==> src/logic/ipe_regs.svh <==
`ifndef IPE_REGS_SVH
`define IPE_REGS_SVH
// Register addresses on the special function register bus.
`define IPE_ADDR_PRIO 8'hB8
`define IPE_ADDR_EN1 8'hE6
`define IPE_ADDR_EN2 8'hE7
// Reset values of the stored fields.
`define IPE_PRIO_RST 7'h00
`define IPE_EN1_RST 8'h00
`define IPE_EN2_RST 2'h0
// Priority register: top bit is unused and reads as one.
`define IPE_PRIO_TOP_BIT 7
`define IPE_PRIO_TOP_VAL 1'b1
// Extended enable one field positions.
`define IPE_EN1_TIMER3 7
`define IPE_EN1_RSVD 6
`define IPE_EN1_CMP 5
`define IPE_EN1_ADC_DONE 4
`define IPE_EN1_PCA 3
`define IPE_EN1_WINDOW 2
`define IPE_EN1_PMATCH 1
`define IPE_EN1_SMBUS 0
// Extended enable two field positions; bits 7:2 read as zero.
`define IPE_EN2_CS_GRT 1
`define IPE_EN2_CS_DONE 0
`endif

==> src/logic/ipe_pkg.sv <==
package ipe_pkg;
	// Source index doubles as the vector number and as the fixed order.
	typedef enum logic [3:0] {
		SRC_EXT0 = 4'h0, SRC_TIMER0 = 4'h1, SRC_EXT1 = 4'h2, SRC_TIMER1 = 4'h3,
		SRC_UART = 4'h4, SRC_TIMER2 = 4'h5, SRC_SPI = 4'h6, SRC_SMBUS = 4'h7,
		SRC_PMATCH = 4'h8, SRC_WINDOW = 4'h9, SRC_ADC_DONE = 4'hA, SRC_PCA = 4'hB,
		SRC_CMP = 4'hC, SRC_TIMER3 = 4'hD, SRC_CS_GRT = 4'hE, SRC_CS_DONE = 4'hF
	} ipe_src_e;
	// Service nesting level, Gray coded along none, low, high over low.
	typedef enum logic [1:0] {
		NEST_NONE = 2'b00,
		NEST_LOW = 2'b01,
		NEST_HIGH_OVER_LOW = 2'b11,
		NEST_HIGH = 2'b10
	} ipe_nest_e;
endpackage : ipe_pkg

==> src/logic/ipe_arbiter.sv <==
`timescale 1ns/1ps
// ****************************************************************
// Fixed-order two-level selector.
// ****************************************************************
module ipe_arbiter #(
	parameter int N_SRC = 16,
	parameter int IDX_W = 4
) (
	input wire logic [N_SRC-1:0] pend_i,
	input wire logic [N_SRC-1:0] prio_i,
	output logic valid_o,
	output logic [IDX_W-1:0] idx_o,
	output logic high_o
);
	// Refuse a source count the index cannot name.
	if (N_SRC < 2 || N_SRC > (1 << IDX_W)) begin : g_chk
		$error("ipe_arbiter: N_SRC does not fit IDX_W");
	end

	logic [N_SRC-1:0] pend_hi; // Pending requests at high level.
	logic [N_SRC-1:0] pend_lo; // Pending requests at low level.
	assign pend_hi = pend_i & prio_i;
	assign pend_lo = pend_i & ~prio_i;

	// Lowest index wins within a level; high level beats low level.
	always_comb begin
		valid_o = 1'b0;
		idx_o = '0;
		high_o = 1'b0;
		for (int i = N_SRC - 1; i >= 0; i--) begin
			if (pend_lo[i]) begin
				valid_o = 1'b1;
				idx_o = IDX_W'(i);
			end
		end
		for (int i = N_SRC - 1; i >= 0; i--) begin
			if (pend_hi[i]) begin
				valid_o = 1'b1;
				idx_o = IDX_W'(i);
				high_o = 1'b1;
			end
		end
	end
endmodule : ipe_arbiter

==> src/logic/ipe_top.sv <==
`timescale 1ns/1ps
`include "ipe_regs.svh"
// Functional notes
// - Priority register top bit reads one, ignores writes.
// - Bit 6 sets serial peripheral priority.
// - Bit 5 sets timer two priority.
// - Bit 4 sets UART priority.
// - Bit 3 sets timer one priority.
// - Bit 2 sets external input one priority.
// - Bit 1 sets timer zero priority.
// - Bit 0 sets external input zero priority.
// - Enable one bit 7 gates both timer three flags.
// - Enable one bit 5 gates both comparator flags.
// - Enable one bit 4 gates conversion done.
// - Enable one bit 3 gates counter array.
// - Enable one bit 2 gates window compare.
// - Enable one bit 1 gates port match.
// - Enable one bit 0 gates SMBus.
// - Enable two bits 7:2 read zero, ignore writes.
// - Enable two bit 1 gates capsense greater.
// - Enable two bit 0 gates capsense done.
// - Global enable overrides every individual mask.
module ipe_top (
	input wire logic CLK_SYS_I,
	input wire logic RSTN_I,
	input wire logic [7:0] SFR_ADDR_I,
	input wire logic SFR_WR_I,
	input wire logic [7:0] SFR_WDATA_I,
	input wire logic SFR_RD_I,
	output logic [7:0] SFR_RDATA_O,
	output logic SFR_HIT_O,
	input wire logic GLOBAL_IRQ_ENABLE_I,
	input wire logic [6:0] BASIC_ENABLE_I,
	input wire logic [8:0] EXT_PRIORITY_I,
	input wire logic [6:0] BASIC_FLAGS_I,
	input wire logic TIMER_THREE_LOW_OVERFLOW_FLAG_I,
	input wire logic TIMER_THREE_HIGH_OVERFLOW_FLAG_I,
	input wire logic COMPARATOR_RISING_FLAG_I,
	input wire logic COMPARATOR_FALLING_FLAG_I,
	input wire logic CONVERSION_DONE_FLAG_I,
	input wire logic WINDOW_COMPARE_FLAG_I,
	input wire logic COUNTER_ARRAY_REQ_I,
	input wire logic PORT_MATCH_REQ_I,
	input wire logic SMBUS_REQ_I,
	input wire logic CAPSENSE_GREATER_FLAG_I,
	input wire logic CAPSENSE_DONE_FLAG_I,
	input wire logic IRQ_ACK_I,
	input wire logic IRQ_RETURN_I,
	output logic IRQ_REQ_O,
	output logic [3:0] IRQ_VECTOR_O,
	output logic IRQ_HIGH_O
);
	localparam int N_SRC = 16; // Seven basic plus nine extended sources.

	// ****************************************************************
	// Register storage and bus decode.
	// ****************************************************************
	logic [6:0] basic_source_priority_q; // Stored priority bits 6:0.
	logic [7:0] extended_source_enable_one_q; // Bit 6 is never stored.
	logic [1:0] extended_source_enable_two_q; // Only the two live bits.
	logic [7:0] rdata_q; // Registered read data.
	logic hit_q; // Registered address match for the read.

	wire sel_prio = (SFR_ADDR_I == `IPE_ADDR_PRIO); // Priority address match.
	wire sel_en1 = (SFR_ADDR_I == `IPE_ADDR_EN1); // Enable one match.
	wire sel_en2 = (SFR_ADDR_I == `IPE_ADDR_EN2); // Enable two match.
	wire sel_any = sel_prio | sel_en1 | sel_en2; // Any register of ours.
	wire wr_prio = SFR_WR_I & sel_prio; // Priority write strobe.
	wire wr_en1 = SFR_WR_I & sel_en1; // Enable one write strobe.
	wire wr_en2 = SFR_WR_I & sel_en2; // Enable two write strobe.

	// Reserved bit 6 is dropped; software is expected to write zero there.
	wire [7:0] en1_wr_val = SFR_WDATA_I & ~(8'h01 << `IPE_EN1_RSVD);

	// Read views; unused and reserved bits are constants.
	wire [7:0] prio_view = {`IPE_PRIO_TOP_VAL, basic_source_priority_q};
	wire [7:0] en2_view = {6'h00, extended_source_enable_two_q};
	wire [7:0] rdata_d = sel_prio ? prio_view :
		sel_en1 ? extended_source_enable_one_q :
		sel_en2 ? en2_view : 8'h00;

	// Priority register: the top bit has no storage so a write cannot reach it.
	always_ff @(posedge CLK_SYS_I or negedge RSTN_I) begin
		if (!RSTN_I) begin
			basic_source_priority_q <= `IPE_PRIO_RST;
		end else if (wr_prio) begin
			basic_source_priority_q <= SFR_WDATA_I[6:0];
		end
	end

	// Enable registers; enable two keeps only bits 1:0.
	always_ff @(posedge CLK_SYS_I or negedge RSTN_I) begin
		if (!RSTN_I) begin
			extended_source_enable_one_q <= `IPE_EN1_RST;
			extended_source_enable_two_q <= `IPE_EN2_RST;
		end else begin
			if (wr_en1) begin
				extended_source_enable_one_q <= en1_wr_val;
			end
			if (wr_en2) begin
				extended_source_enable_two_q <= SFR_WDATA_I[1:0];
			end
		end
	end

	// Read data lands one cycle after the strobe and then holds.
	always_ff @(posedge CLK_SYS_I or negedge RSTN_I) begin
		if (!RSTN_I) begin
			rdata_q <= 8'h00;
			hit_q <= 1'b0;
		end else if (SFR_RD_I) begin
			rdata_q <= rdata_d;
			hit_q <= sel_any;
		end
	end
	assign SFR_RDATA_O = rdata_q;
	assign SFR_HIT_O = hit_q;

	// ****************************************************************
	// Source gathering and masking.
	// ****************************************************************
	logic [N_SRC-1:0] raw_req; // Request level of each source.
	logic [N_SRC-1:0] en_vec; // Individual enable of each source.
	logic [N_SRC-1:0] prio_vec; // Priority level of each source.
	logic [N_SRC-1:0] pend; // Requests that may be offered now.
	logic [1:0] en_two;
	logic [7:0] en_one;
	assign en_one = extended_source_enable_one_q;
	assign en_two = extended_source_enable_two_q;

	// Paired flags share one enable, so either flag raises the request.
	assign raw_req = {CAPSENSE_DONE_FLAG_I, CAPSENSE_GREATER_FLAG_I,
		TIMER_THREE_LOW_OVERFLOW_FLAG_I | TIMER_THREE_HIGH_OVERFLOW_FLAG_I,
		COMPARATOR_RISING_FLAG_I | COMPARATOR_FALLING_FLAG_I,
		COUNTER_ARRAY_REQ_I, CONVERSION_DONE_FLAG_I, WINDOW_COMPARE_FLAG_I,
		PORT_MATCH_REQ_I, SMBUS_REQ_I, BASIC_FLAGS_I};

	// Enables in source order; the extended bits come from our registers.
	assign en_vec = {en_two[`IPE_EN2_CS_DONE],
		en_two[`IPE_EN2_CS_GRT],
		en_one[`IPE_EN1_TIMER3],
		en_one[`IPE_EN1_CMP],
		en_one[`IPE_EN1_PCA],
		en_one[`IPE_EN1_ADC_DONE],
		en_one[`IPE_EN1_WINDOW],
		en_one[`IPE_EN1_PMATCH],
		en_one[`IPE_EN1_SMBUS],
		BASIC_ENABLE_I};

	// Basic priorities map bit for bit onto sources 0 to 6.
	assign prio_vec = {EXT_PRIORITY_I, basic_source_priority_q};

	ipe_pkg::ipe_nest_e nest_q; // Current service nesting.
	ipe_pkg::ipe_nest_e nest_d;
	// Nothing may interrupt high service; low service admits only high.
	wire allow_low = (nest_q == ipe_pkg::NEST_NONE);
	wire allow_high = allow_low | (nest_q == ipe_pkg::NEST_LOW);

	// Per-source qualification with the global enable in front of all.
	for (genvar i = 0; i < N_SRC; i++) begin : g_src
		assign pend[i] = raw_req[i] & en_vec[i] & GLOBAL_IRQ_ENABLE_I &
			(prio_vec[i] ? allow_high : allow_low);
	end

	// ****************************************************************
	// Selection and nesting.
	// ****************************************************************
	logic sel_valid;
	logic [3:0] sel_idx;
	logic sel_high;

	ipe_arbiter #(
		.N_SRC(N_SRC),
		.IDX_W(4)
	) ipe_arbiter_i (
		.pend_i(pend),
		.prio_i(prio_vec),
		.valid_o(sel_valid),
		.idx_o(sel_idx),
		.high_o(sel_high)
	);

	logic req_q;
	logic [3:0] vec_q;
	logic high_q;
	wire take = IRQ_ACK_I & req_q; // A vectoring taken by the core.

	// Nesting walks up on a taken vector and down on return.
	always_comb begin
		nest_d = nest_q;
		case (nest_q)
			ipe_pkg::NEST_NONE: begin
				if (take) begin
					nest_d = high_q ? ipe_pkg::NEST_HIGH : ipe_pkg::NEST_LOW;
				end
			end
			ipe_pkg::NEST_LOW: begin
				if (take && high_q) begin
					nest_d = ipe_pkg::NEST_HIGH_OVER_LOW;
				end else if (IRQ_RETURN_I) begin
					nest_d = ipe_pkg::NEST_NONE;
				end
			end
			ipe_pkg::NEST_HIGH_OVER_LOW: begin
				if (IRQ_RETURN_I) begin
					nest_d = ipe_pkg::NEST_LOW;
				end
			end
			ipe_pkg::NEST_HIGH: begin
				if (IRQ_RETURN_I) begin
					nest_d = ipe_pkg::NEST_NONE;
				end
			end
			default: begin
				nest_d = ipe_pkg::NEST_NONE;
			end
		endcase
	end

	// Nesting state register.
	always_ff @(posedge CLK_SYS_I or negedge RSTN_I) begin
		if (!RSTN_I) begin
			nest_q <= ipe_pkg::NEST_NONE;
		end else begin
			nest_q <= nest_d;
		end
	end

	// The offer is dropped in the taking cycle, because the flag of the
	// taken source is still high and would otherwise be offered twice.
	always_ff @(posedge CLK_SYS_I or negedge RSTN_I) begin
		if (!RSTN_I) begin
			req_q <= 1'b0;
			vec_q <= 4'h0;
			high_q <= 1'b0;
		end else begin
			req_q <= sel_valid & ~take;
			vec_q <= sel_idx;
			high_q <= sel_high;
		end
	end
	assign IRQ_REQ_O = req_q;
	assign IRQ_VECTOR_O = vec_q;
	assign IRQ_HIGH_O = high_q;

	// ****************************************************************
	// Checks.
	// ****************************************************************
	logic [N_SRC-1:0] en_prev_q; // Enables as seen by the last offer.
	logic [N_SRC-1:0] prio_prev_q; // Priorities as seen by the last offer.
	always_ff @(posedge CLK_SYS_I or negedge RSTN_I) begin
		if (!RSTN_I) begin
			en_prev_q <= '0;
			prio_prev_q <= '0;
		end else begin
			en_prev_q <= en_vec;
			prio_prev_q <= prio_vec;
		end
	end
endmodule : ipe_top

==> config.mk <==
export PLATFORM = sky130hd
export DESIGN_NAME = ipe_top
export DESIGN_NICKNAME = d
export VERILOG_FILES = /design/src/logic/ipe_pkg.sv /design/src/logic/ipe_arbiter.sv /design/src/logic/ipe_top.sv
export VERILOG_INCLUDE_DIRS = /design/src /design/src/logic
export SDC_FILE = /design/constraint.sdc
export NUM_CORES = 1
export LEC_CHECK = 0
export BUFFER_PORTS_ARGS = -buffer_cell sky130_fd_sc_hd__buf_2
export CAP_MARGIN = 25
export CORE_ASPECT_RATIO = 1.5
export CORE_MARGIN = 2
export CORE_UTILIZATION = 45
export CTS_CLUSTER_DIAMETER = 60
export DETAILED_ROUTE_END_ITERATION = 16
export PLACE_DENSITY = 0.73
export REMOVE_ABC_BUFFERS = 1
export SLEW_MARGIN = 20
export SYNTH_ARGS = -nofsm -noshare
export SYNTH_HDL_FRONTEND = slang
export SYNTH_SLANG_ARGS = --single-unit
==> constraint.sdc <==
create_clock -name CLK_SYS_I -period 2 [get_ports CLK_SYS_I]
set_clock_uncertainty 0.15 [all_clocks]
set_input_delay 0 -clock CLK_SYS_I [delete_from_list [all_inputs] [get_ports CLK_SYS_I]]
set_output_delay 0 -clock CLK_SYS_I [all_outputs]
set_load 0.005 [all_outputs]
==> impl_metrics.ini, run 1 <==
[synthesis]
ys.warnings.count = 0
synth_ff_type = dfrtp_1
netlist_instances = 221
ys_async_sr_fraction = 1.00
syn-cell-area_um2 = 2080
synth_top_area_cell = dfrtp_1
synth-edff-count = 0
yosys-top-cells-area = dfrtp_1 40%, mux2_4 5.1%, nand2_1 5.1%
synth.avg_cell_area_um2 = 9.42
synth_top_area_share = 0.397
ys_types = 49
ys_ff_latch = 33
synth_seq_area_share = 0.397

[detailed_routing]
drt_wl_total_um = 6330
dr.pass1.iters = 4
drc = 0
viasPerCell = 6.03
drt_iter0_drc = 145
ant_nets = 0
wire_per_inst_um = 17.0
num_vias = 2251

[timing]
finalCritPeriodShare = 0.979
slew_viol_final = 0
layout_setup_ws_ns = 0.0430
hold_viol_final = 0
tightest_slew_ns = 0.763
final-setup-viol-count = 0
min_period_ns = 1.96
timing.slew.headroom = 0.491
clock.fmax_mhz = 511

[global_route]
antenna_found_initial = 0
overflow = 0
met3_usage = 0.0327
top_usage_layer = met2
track_usage = 0.246
met1_usage = 0.245
grt_max_degree = 34
grt_pass1_vias = 2299
grt_pass1_wl_um = 9720
grtUsageMet2 = 0.456

[cells_and_area]
seq_area_um2 = 826
final_cell_mix = 71 x buf_2, 33 x dfrtp_1, 28 x nand2_1, 18 x dlygate4sd3_1, 17 x nor2_1
fill_cells = 389
multi_input_area_um2 = 1200
syn2layout_area_growth_pct = 37.3
layout-drive-gt1-share = 0.354
final_nets = 381
diodes = 0
mostFrequentLayoutCell = buf_2

[placement]
hpwl_um = 4800
port_buffers = 71
place_ws_ns = 0.117
routabilityCongestion = 0.926

[clocking]
h-tree-depth = 2
clock_latency_ns = 0.29
cts_sinks = 33
cts_tree = yes
cts-root-buf = clkbuf_8
clk_pin_slew_ns = 0.08
cts-buffers-inserted = 5
clock_path_buffers = 2

[floorplanning]
pin_count = 72
die_y_um = 87.3
initial_core_util = 0.462
fp.coreArea_um2 = 4500
die_area_um2 = 5190
die_w_um = 59.5
row_count = 30

[hold_path]
hold_class = primary input to flip-flop

[setup_path]
path_max_fanout = 5
cp_data_required_time_ns = 2.07
rrSetupSlack_ns = 0.04
critPathArrivalTime_ns = 2.02
crit_path_end_kind = flip-flop
start_kind = flip-flop
crit_type = flip-flop to flip-flop

[run]
drv_cap = 0

[power]
peakVddDrop_mv = 0.483
p_leak_nw = 1.41
power.density_nw_per_um2 = 653
p_seq_frac = 0.415
switching_share = 0.278
comb_power_share = 0.225
totalPowerFinal_mw = 1.87
pwr-share-clk = 0.360
power.switching_mw = 0.518
power.internal_mw = 1.35

[status]
outcome = finished clean
## power by group through the flow
stage | clock network (mW) | registers [mW] | logic [mW]
after global routing | 0.696 | 0.782 | 0.458
after CTS | 0.670 | 0.770 | 0.403
after detailed placement | 0 | 0.782 | 0.376
after floorplan | 0 | 0.781 | 0.180
after global placement | 0 | 0.781 | 0.374
final | 0.672 | 0.773 | 0.420
## cells in the mapped netlist, drive strengths merged (2+ instances only)
master   instances
dfrtp           33
nand2           28
nor2            17
mux2            16
nand3           14
a21oi           13
o21ai           11
nand4            7
nand3b           5
o21a             5
o22ai            5
a22oi            4
a41oi            4
and3             4
inv              4
a21o             3
a31oi            3
and2             3
buf              3
clkbuf           3
nor2b            3
o211ai           3
o31ai            3
a211oi           2
and3b            2
nor3             2
nor3b            2
o2111ai          2
o221ai           2
or3              2
or3b             2
## what timing repair did
action,CTS,global route
endpoints found under the hold margin,62,0
endpoints found under the setup margin,0,1
resized for setup,0,2
buffers inserted,0,3
hold buffers,18,0
## path summary, 6_finish.rpt
path | end | from | cells after the start
worst max register to register | IRQ_VECTOR_O[0] | basic_source_priority_q[1] | 6
worst min-delay path | IRQ_VECTOR_O[2] | BASIC_ENABLE_I[5] | 4
worst min register to register | SFR_HIT_O | SFR_HIT_O | 2
min in group asynchronous | IRQ_VECTOR_O[1] | RSTN_I | 2
worst max-delay path | IRQ_VECTOR_O[0] | basic_source_priority_q[1] | 6
max in group asynchronous | basic_source_priority_q[6] | RSTN_I | 2
## stage by stage
stage / util / TNS [ns] / area [um2] / instances / hold slack, ns
final: 0.634 / 0 / 2860 / 373 / 0.0288
after global routing: 0.634 / -0.0212 / 2860 / 373 / 0.0461
after CTS: 0.627 / 0 / 2820 / 370 / 0.0187
after detailed placement: 0.560 / 0 / 2520 / 344 / -0.0468
after global placement: 0.560 / 0 / 2520 / 344 / -0.0483
after floorplan: - / 0 / 2030 / 215 / -0.446
## cell type report
cell class,count,area share
multi-input combinational,178,0.420
clock inverter,2,0.0131
sequential,33,0.289
clock buffer,6,0.0289
timing repair buffer,102,0.223
inverter,4,0.00526
tap,48,0.0210
## registers in the layout (all words and copies together) (netlist names)
register	cells
SFR_RDATA_O	8
IRQ_HIGH_O	1
IRQ_REQ_O	1
nest_q	2
SFR_HIT_O	1
en_one	7
IRQ_VECTOR_O	4
basic_source_priority_q	7
en_two	2
## cell families after synthesis
logic type      Yosys count  share of synthesized area
mux                      17                      0.104
simple gates             95                      0.254
compound gates           66                      0.215
flops                    33                      0.397
buf+inv                  10                     0.0301
## worst max-delay path, stage by stage (launching register included)
cell	delay, ns
dfrtp_1	0.43
and3_1	0.24
nand2_1	0.11
a41oi_1	0.24
dlygate4sd3_1	0.57
nor2_1	0.04
a21oi_1	0.10
## metal layers
metal	vias to the layer above	routed length, um
li1	1053	-
met5	-	0
met2	103	3440
met4	0	298
met3	26	337
met1	1069	2250
Power figures use the tool's default switching activity.
==> inputs of run 2 (changes only) <==
--- a/config.mk
+++ b/config.mk
@@ -8,12 +8,14 @@
 export LEC_CHECK = 0
 export BUFFER_PORTS_ARGS = -buffer_cell sky130_fd_sc_hd__buf_2
 export CAP_MARGIN = 25
+export CELL_PAD_IN_SITES_DETAIL_PLACEMENT = 1
+export CELL_PAD_IN_SITES_GLOBAL_PLACEMENT = 1
 export CORE_ASPECT_RATIO = 1.5
 export CORE_MARGIN = 2
-export CORE_UTILIZATION = 45
+export CORE_UTILIZATION = 37
 export CTS_CLUSTER_DIAMETER = 60
 export DETAILED_ROUTE_END_ITERATION = 16
-export PLACE_DENSITY = 0.73
+export PLACE_DENSITY_LB_ADDON = 0.1
 export REMOVE_ABC_BUFFERS = 1
 export SLEW_MARGIN = 20
 export SYNTH_ARGS = -nofsm -noshare
==> run 2 against run 1 <==
Against the previous run: register-to-register slack improved by 0.02 ns; sequential cell count is the same; final cell count is 5.6% higher; critical path depth up 1; design area up 0.66%; die area up 20%; first-iteration DRC count down 57%; worst setup slack better by 0.023 ns; global-route usage fell by 0.56 points; combinational power about the same; highest routed layer unchanged.
==> impl_metrics.ini, run 2 (synthesized netlist as in run 1, its figures left out) <==
[placement]
hpwl_um = 5730
port_buffers = 71
placed_cells = 365
place_ws_ns = 0.00981
routabilityCongestion = 0.887
place_area_um2 = 2540

[setup_path]
crit_path_end_kind = flip-flop
start_kind = flip-flop
crit_slowest_cell = or3b_2
crit_type = flip-flop to flip-flop
max_stage_delay_ns = 0.47
path_cells = nor2b_1 > buf_4 > nand4_1 > nand3_2 > or3b_2 > a31oi_1 > o21ai_0
cp_data_required_time_ns = 2.03
critPathArrivalTime_ns = 1.96
path_max_fanout = 12

[cells_and_area]
fin_cells = 394
fill_cells = 689
layout-drive-gt1-share = 0.358
mostFrequentLayoutCell = buf_2
syn2layout_area_growth_pct = 38.2
largest_reg_flops = 8
final_nets = 380
final_cell_mix = 71 x buf_2, 32 x dfrtp_1, 28 x nand2_1, 19 x dlygate4sd3_1, 17 x nor2_1
diodes = 0
postLayoutCellArea_um2 = 2880

[timing]
final-setup-viol-count = 0
min_period_ns = 1.93
hold_ws_ns = 0.0261
rsz0062_at_grt = yes
tightest_slew_ns = 0.789
timing.slew.headroom = 0.474
hold_viol_final = 0
clock.fmax_mhz = 517
layout_setup_ws_ns = 0.0660
finalCritPeriodShare = 0.967
slew_viol_final = 0

[global_route]
overflow = 0
grt_pass1_vias = 2332
antenna_found_initial = 0
grt_max_degree = 34
grt_pass1_wl_um = 11300
track_usage = 0.240

[power]
p_leak_nw = 1.41
peakVddDrop_mv = 0.393
pwr-share-clk = 0.358
switching_share = 0.295
totalPowerFinal_mw = 1.86
power.switching_mw = 0.548
comb_power_share = 0.226
power.internal_mw = 1.31
power.density_nw_per_um2 = 646
p_seq_frac = 0.416

[detailed_routing]
drc = 0
dr.pass1.iters = 4
viasPerCell = 5.78
drt_wl_total_um = 7270
wire_per_inst_um = 18.5
ant_nets = 0
num_vias = 2279
drt_iter0_drc = 63

[floorplanning]
die_area_um2 = 6250
pin_count = 72
fp.coreArea_um2 = 5450
row_count = 33
initial_core_util = 0.382
die_y_um = 95.8
die_w_um = 65.2

[clocking]
cts_sinks = 33
cts-buffers-inserted = 5
cts-root-buf = clkbuf_8
cts_tree = yes
h-tree-depth = 2
clock_path_buffers = 2
clk_pin_slew_ns = 0.08
clock_latency_ns = 0.30

[status]
outcome = finished clean

[hold_path]
hold_class = primary input to flip-flop

[run]
drv_cap = 0
## run 2: power by group through the flow
stage / logic, mW / clock network, mW / registers, mW
6_report: 0.419 / 0.665 / 0.772
4_1_cts: 0.415 / 0.674 / 0.774
3_5_place_dp: 0.386 / 0 / 0.786
2_1_floorplan: 0.180 / 0 / 0.781
5_1_grt: 0.458 / 0.697 / 0.781
3_3_place_gp: 0.385 / 0 / 0.785
## run 2: worst max-delay path: cells and delay by family, from the launching register on
kind,cells,cell delay [ns]
simple gates,4,0.83
flops,1,0.42
buf+inv,1,0.18
compound gates,2,0.24
## run 2: final timing paths
check / end / depth (start not counted) / slack (ns) / from
max reg2reg: IRQ_VECTOR_O[1] / 7 / 0.07 / nest_q[1]
min in group asynchronous: nest_q[0] / 2 / 0.17 / RSTN_I
min reg2reg: SFR_RDATA_O[7] / 2 / 0.38 / SFR_RDATA_O[7]
max in group asynchronous: nest_q[1] / 2 / 0.99 / RSTN_I
min: IRQ_VECTOR_O[1] / 5 / 0.03 / BASIC_ENABLE_I[3]
max: IRQ_VECTOR_O[1] / 7 / 0.07 / nest_q[1]
## run 2: final cells by class
| type | count | area, um2 | share of cell area |
|---|---|---|---|
| multi-input cells | 178 | 1200 | 0.418 |
| well taps | 70 | 87.6 | 0.0305 |
| flip-flops and latches | 33 | 827 | 0.288 |
| inverters | 4 | 15.0 | 0.00522 |
| clock buffers | 5 | 68.8 | 0.0239 |
| clock inverters | 3 | 46.3 | 0.0161 |
| repair buffers | 101 | 628 | 0.218 |
## run 2: what timing repair did
item / in CTS / in global routing
pin swaps: 0 / 3
hold buffers: 19 / 0
setup buffers: 0 / 2
endpoints found under the setup margin: 1 / 1
gates resized for setup: 1 / 3
hold endpoints to repair: 63 / 0
## run 2: metal layers
metal	vias up	track usage	wire length, um	share of wire
met2	83	0.476	4210	0.58
met3	24	0.0468	331	0.046
li1	1048	-	-	-
met5	-	0	0	0
met1	1124	0.236	2510	0.34
met4	0	0.102	223	0.031
## run 2: metrics by stage
step | utilization | TNS, ns
after floorplan | - | 0
after global placement | 0.467 | 0
after detailed placement | 0.467 | 0
after CTS | 0.523 | 0
after global routing | 0.528 | -0.0422
final | 0.528 | 0
==> inputs of run 3 (changes only) <==
--- a/config.mk
+++ b/config.mk
@@ -7,10 +7,9 @@
 export NUM_CORES = 1
 export LEC_CHECK = 0
 export BUFFER_PORTS_ARGS = -buffer_cell sky130_fd_sc_hd__buf_2
-export CAP_MARGIN = 25
+export CAP_MARGIN = 20
 export CELL_PAD_IN_SITES_DETAIL_PLACEMENT = 1
 export CELL_PAD_IN_SITES_GLOBAL_PLACEMENT = 1
-export CORE_ASPECT_RATIO = 1.5
 export CORE_MARGIN = 2
 export CORE_UTILIZATION = 37
 export CTS_CLUSTER_DIAMETER = 60
==> run 3 against run 2 <==
Against the previous run: sequential cell count did not move; critical path depth rose by 1; die area fell by 0.20%; sequential power rose by 0.5%; register-to-register slack improved by 0.02 ns; final cell count rose by 0.51%; critical path type unchanged; critical endpoint is now IRQ_VECTOR_O[0]; largest cell class unchanged; largest power group unchanged.
==> impl_metrics.ini, run 3 (synthesized netlist as in run 1, its figures left out) <==
[detailed_routing]
drc = 0
met1Wirelength_um = 3230
viasPerCell = 5.45
num_vias = 2158
dr_wl_met2_um = 3450
drt_wl_total_um = 7110
drt_iter0_drc = 106
top_layer = met4
ant_nets = 0
wire_per_inst_um = 17.9
wl_met3_um = 314
dr.pass1.iters = 4

[global_route]
track_usage = 0.244
grt_max_degree = 34
overflow = 0
grt_pass1_vias = 2319
grt_pass1_wl_um = 11700
antenna_found_initial = 0

[setup_path]
crit_slowest_cell = dfrtp_1
start_kind = flip-flop
cp_top_family = compound AO/OA/AOI/OAI gates
critPathBufInv = 2
critPathArrivalTime_ns = 1.98
cp_data_required_time_ns = 2.06
crit_type = flip-flop to flip-flop
crit_path_end_kind = flip-flop
path_cells = buf_6 > nand2b_1 > buf_4 > nor2_1 > o22ai_1 > a211oi_1 > o21ai_0 > a21oi_1
path_max_fanout = 10
max_stage_delay_ns = 0.39

[clocking]
clk_pin_slew_ns = 0.08
h-tree-depth = 2
cts-buffers-inserted = 5
cts_sinks = 33
cts_tree = yes
clock_latency_ns = 0.29
clock_path_buffers = 2
cts-root-buf = clkbuf_8

[cells_and_area]
postLayoutCellArea_um2 = 2890
final_nets = 380
fill_cells = 697
fin_util = 0.528
mostFrequentLayoutCell = buf_2
syn2layout_area_growth_pct = 38.8
largest_reg_flops = 8
fin_cells = 396
diodes = 0
layout-drive-gt1-share = 0.361
final_cell_mix = 71 x buf_2, 33 x dfrtp_1, 28 x nand2_1, 17 x nor2_1, 17 x dlygate4sd3_1

[power]
pwr-share-clk = 0.358
p_leak_nw = 1.42
power.density_nw_per_um2 = 653
power.internal_mw = 1.35
peakVddDrop_mv = 0.356
switching_share = 0.283
power.switching_mw = 0.534
comb_power_share = 0.230
p_seq_frac = 0.412
totalPowerFinal_mw = 1.88

[hold_path]
hold_class = primary input to flip-flop

[floorplanning]
die_w_um = 79.0
fp.coreArea_um2 = 5470
die_y_um = 79.0
initial_core_util = 0.380
pin_count = 72
row_count = 27
die_area_um2 = 6240

[timing]
timing.slew.headroom = 0.470
min_period_ns = 1.91
fin_setup_tns_ns = 0
hold_viol_final = 0
hold_ws_ns = 0.0580
tightest_slew_ns = 0.794
clock.fmax_mhz = 522
slew_viol_final = 0
finalCritPeriodShare = 0.957
final-setup-viol-count = 0
layout_setup_ws_ns = 0.0854

[placement]
place_area_um2 = 2550
hpwl_um = 5450
place_ws_ns = 0.103
port_buffers = 71
routabilityCongestion = 0.901
placed_cells = 367

[status]
outcome = finished clean

[run]
drv_cap = 0
## run 3: cell count changes in the layout (fill, tap and decap cells not counted), sizes merged
cell	before	now
buf	82	84
clkbuf	5	7
dlygate4sd3	19	17
clkinv	1	0
clkinvlp	1	0
## run 3: area by class of cell
type,instances,area (um2),area share
flip-flops and latches,33,826,0.286
clock inverters,1,30.0,0.0104
clock buffers,7,86.3,0.0299
inverters,4,15.0,0.00520
well taps,72,90.1,0.0312
repair buffers,101,627,0.217
multi-input cells,178,1210,0.420
## run 3: worst reg2reg max path, delay by kind of cell, from the launching register on
kind	cells	cell delay (ns)
compound gates	4	0.73
simple gates	2	0.26
flops	1	0.39
buf+inv	2	0.31
## run 3: what timing repair did
action / 4_1_cts / 5_1_grt
hold buffers: 17 / 0
endpoints found under the hold margin: 63 / 0
setup buffers: 0 / 4
resized for setup: 0 / 7
setup endpoints to repair: 0 / 2
## run 3: routing by layer
metal  GRT usage  vias up
met5           0        -
met4      0.0672        0
met3      0.0341       10
met2       0.421       63
met1       0.321     1041
li1            -     1044
## run 3: worst paths after layout
kind / from / end / slack (ns) / depth (start not counted)
setup / recovery: nest_q[1] / IRQ_VECTOR_O[0] / 0.09 / 8
hold / removal: SFR_ADDR_I[3] / SFR_RDATA_O[0] / 0.06 / 5
setup reg to reg: nest_q[1] / IRQ_VECTOR_O[0] / 0.09 / 8
hold reg to reg: SFR_RDATA_O[5] / SFR_RDATA_O[5] / 0.38 / 2
max in group asynchronous: RSTN_I / basic_source_priority_q[2] / 1.02 / 2
min in group asynchronous: RSTN_I / SFR_RDATA_O[5] / 0.17 / 2
## run 3: power groups by stage
stage | Sequential (mW) | Clock (mW) | Combinational (mW)
2_1_floorplan | 0.781 | 0 | 0.180
3_3_place_gp | 0.780 | 0 | 0.381
3_5_place_dp | 0.785 | 0 | 0.385
4_1_cts | 0.772 | 0.681 | 0.416
5_1_grt | 0.784 | 0.706 | 0.480
6_report | 0.776 | 0.675 | 0.434
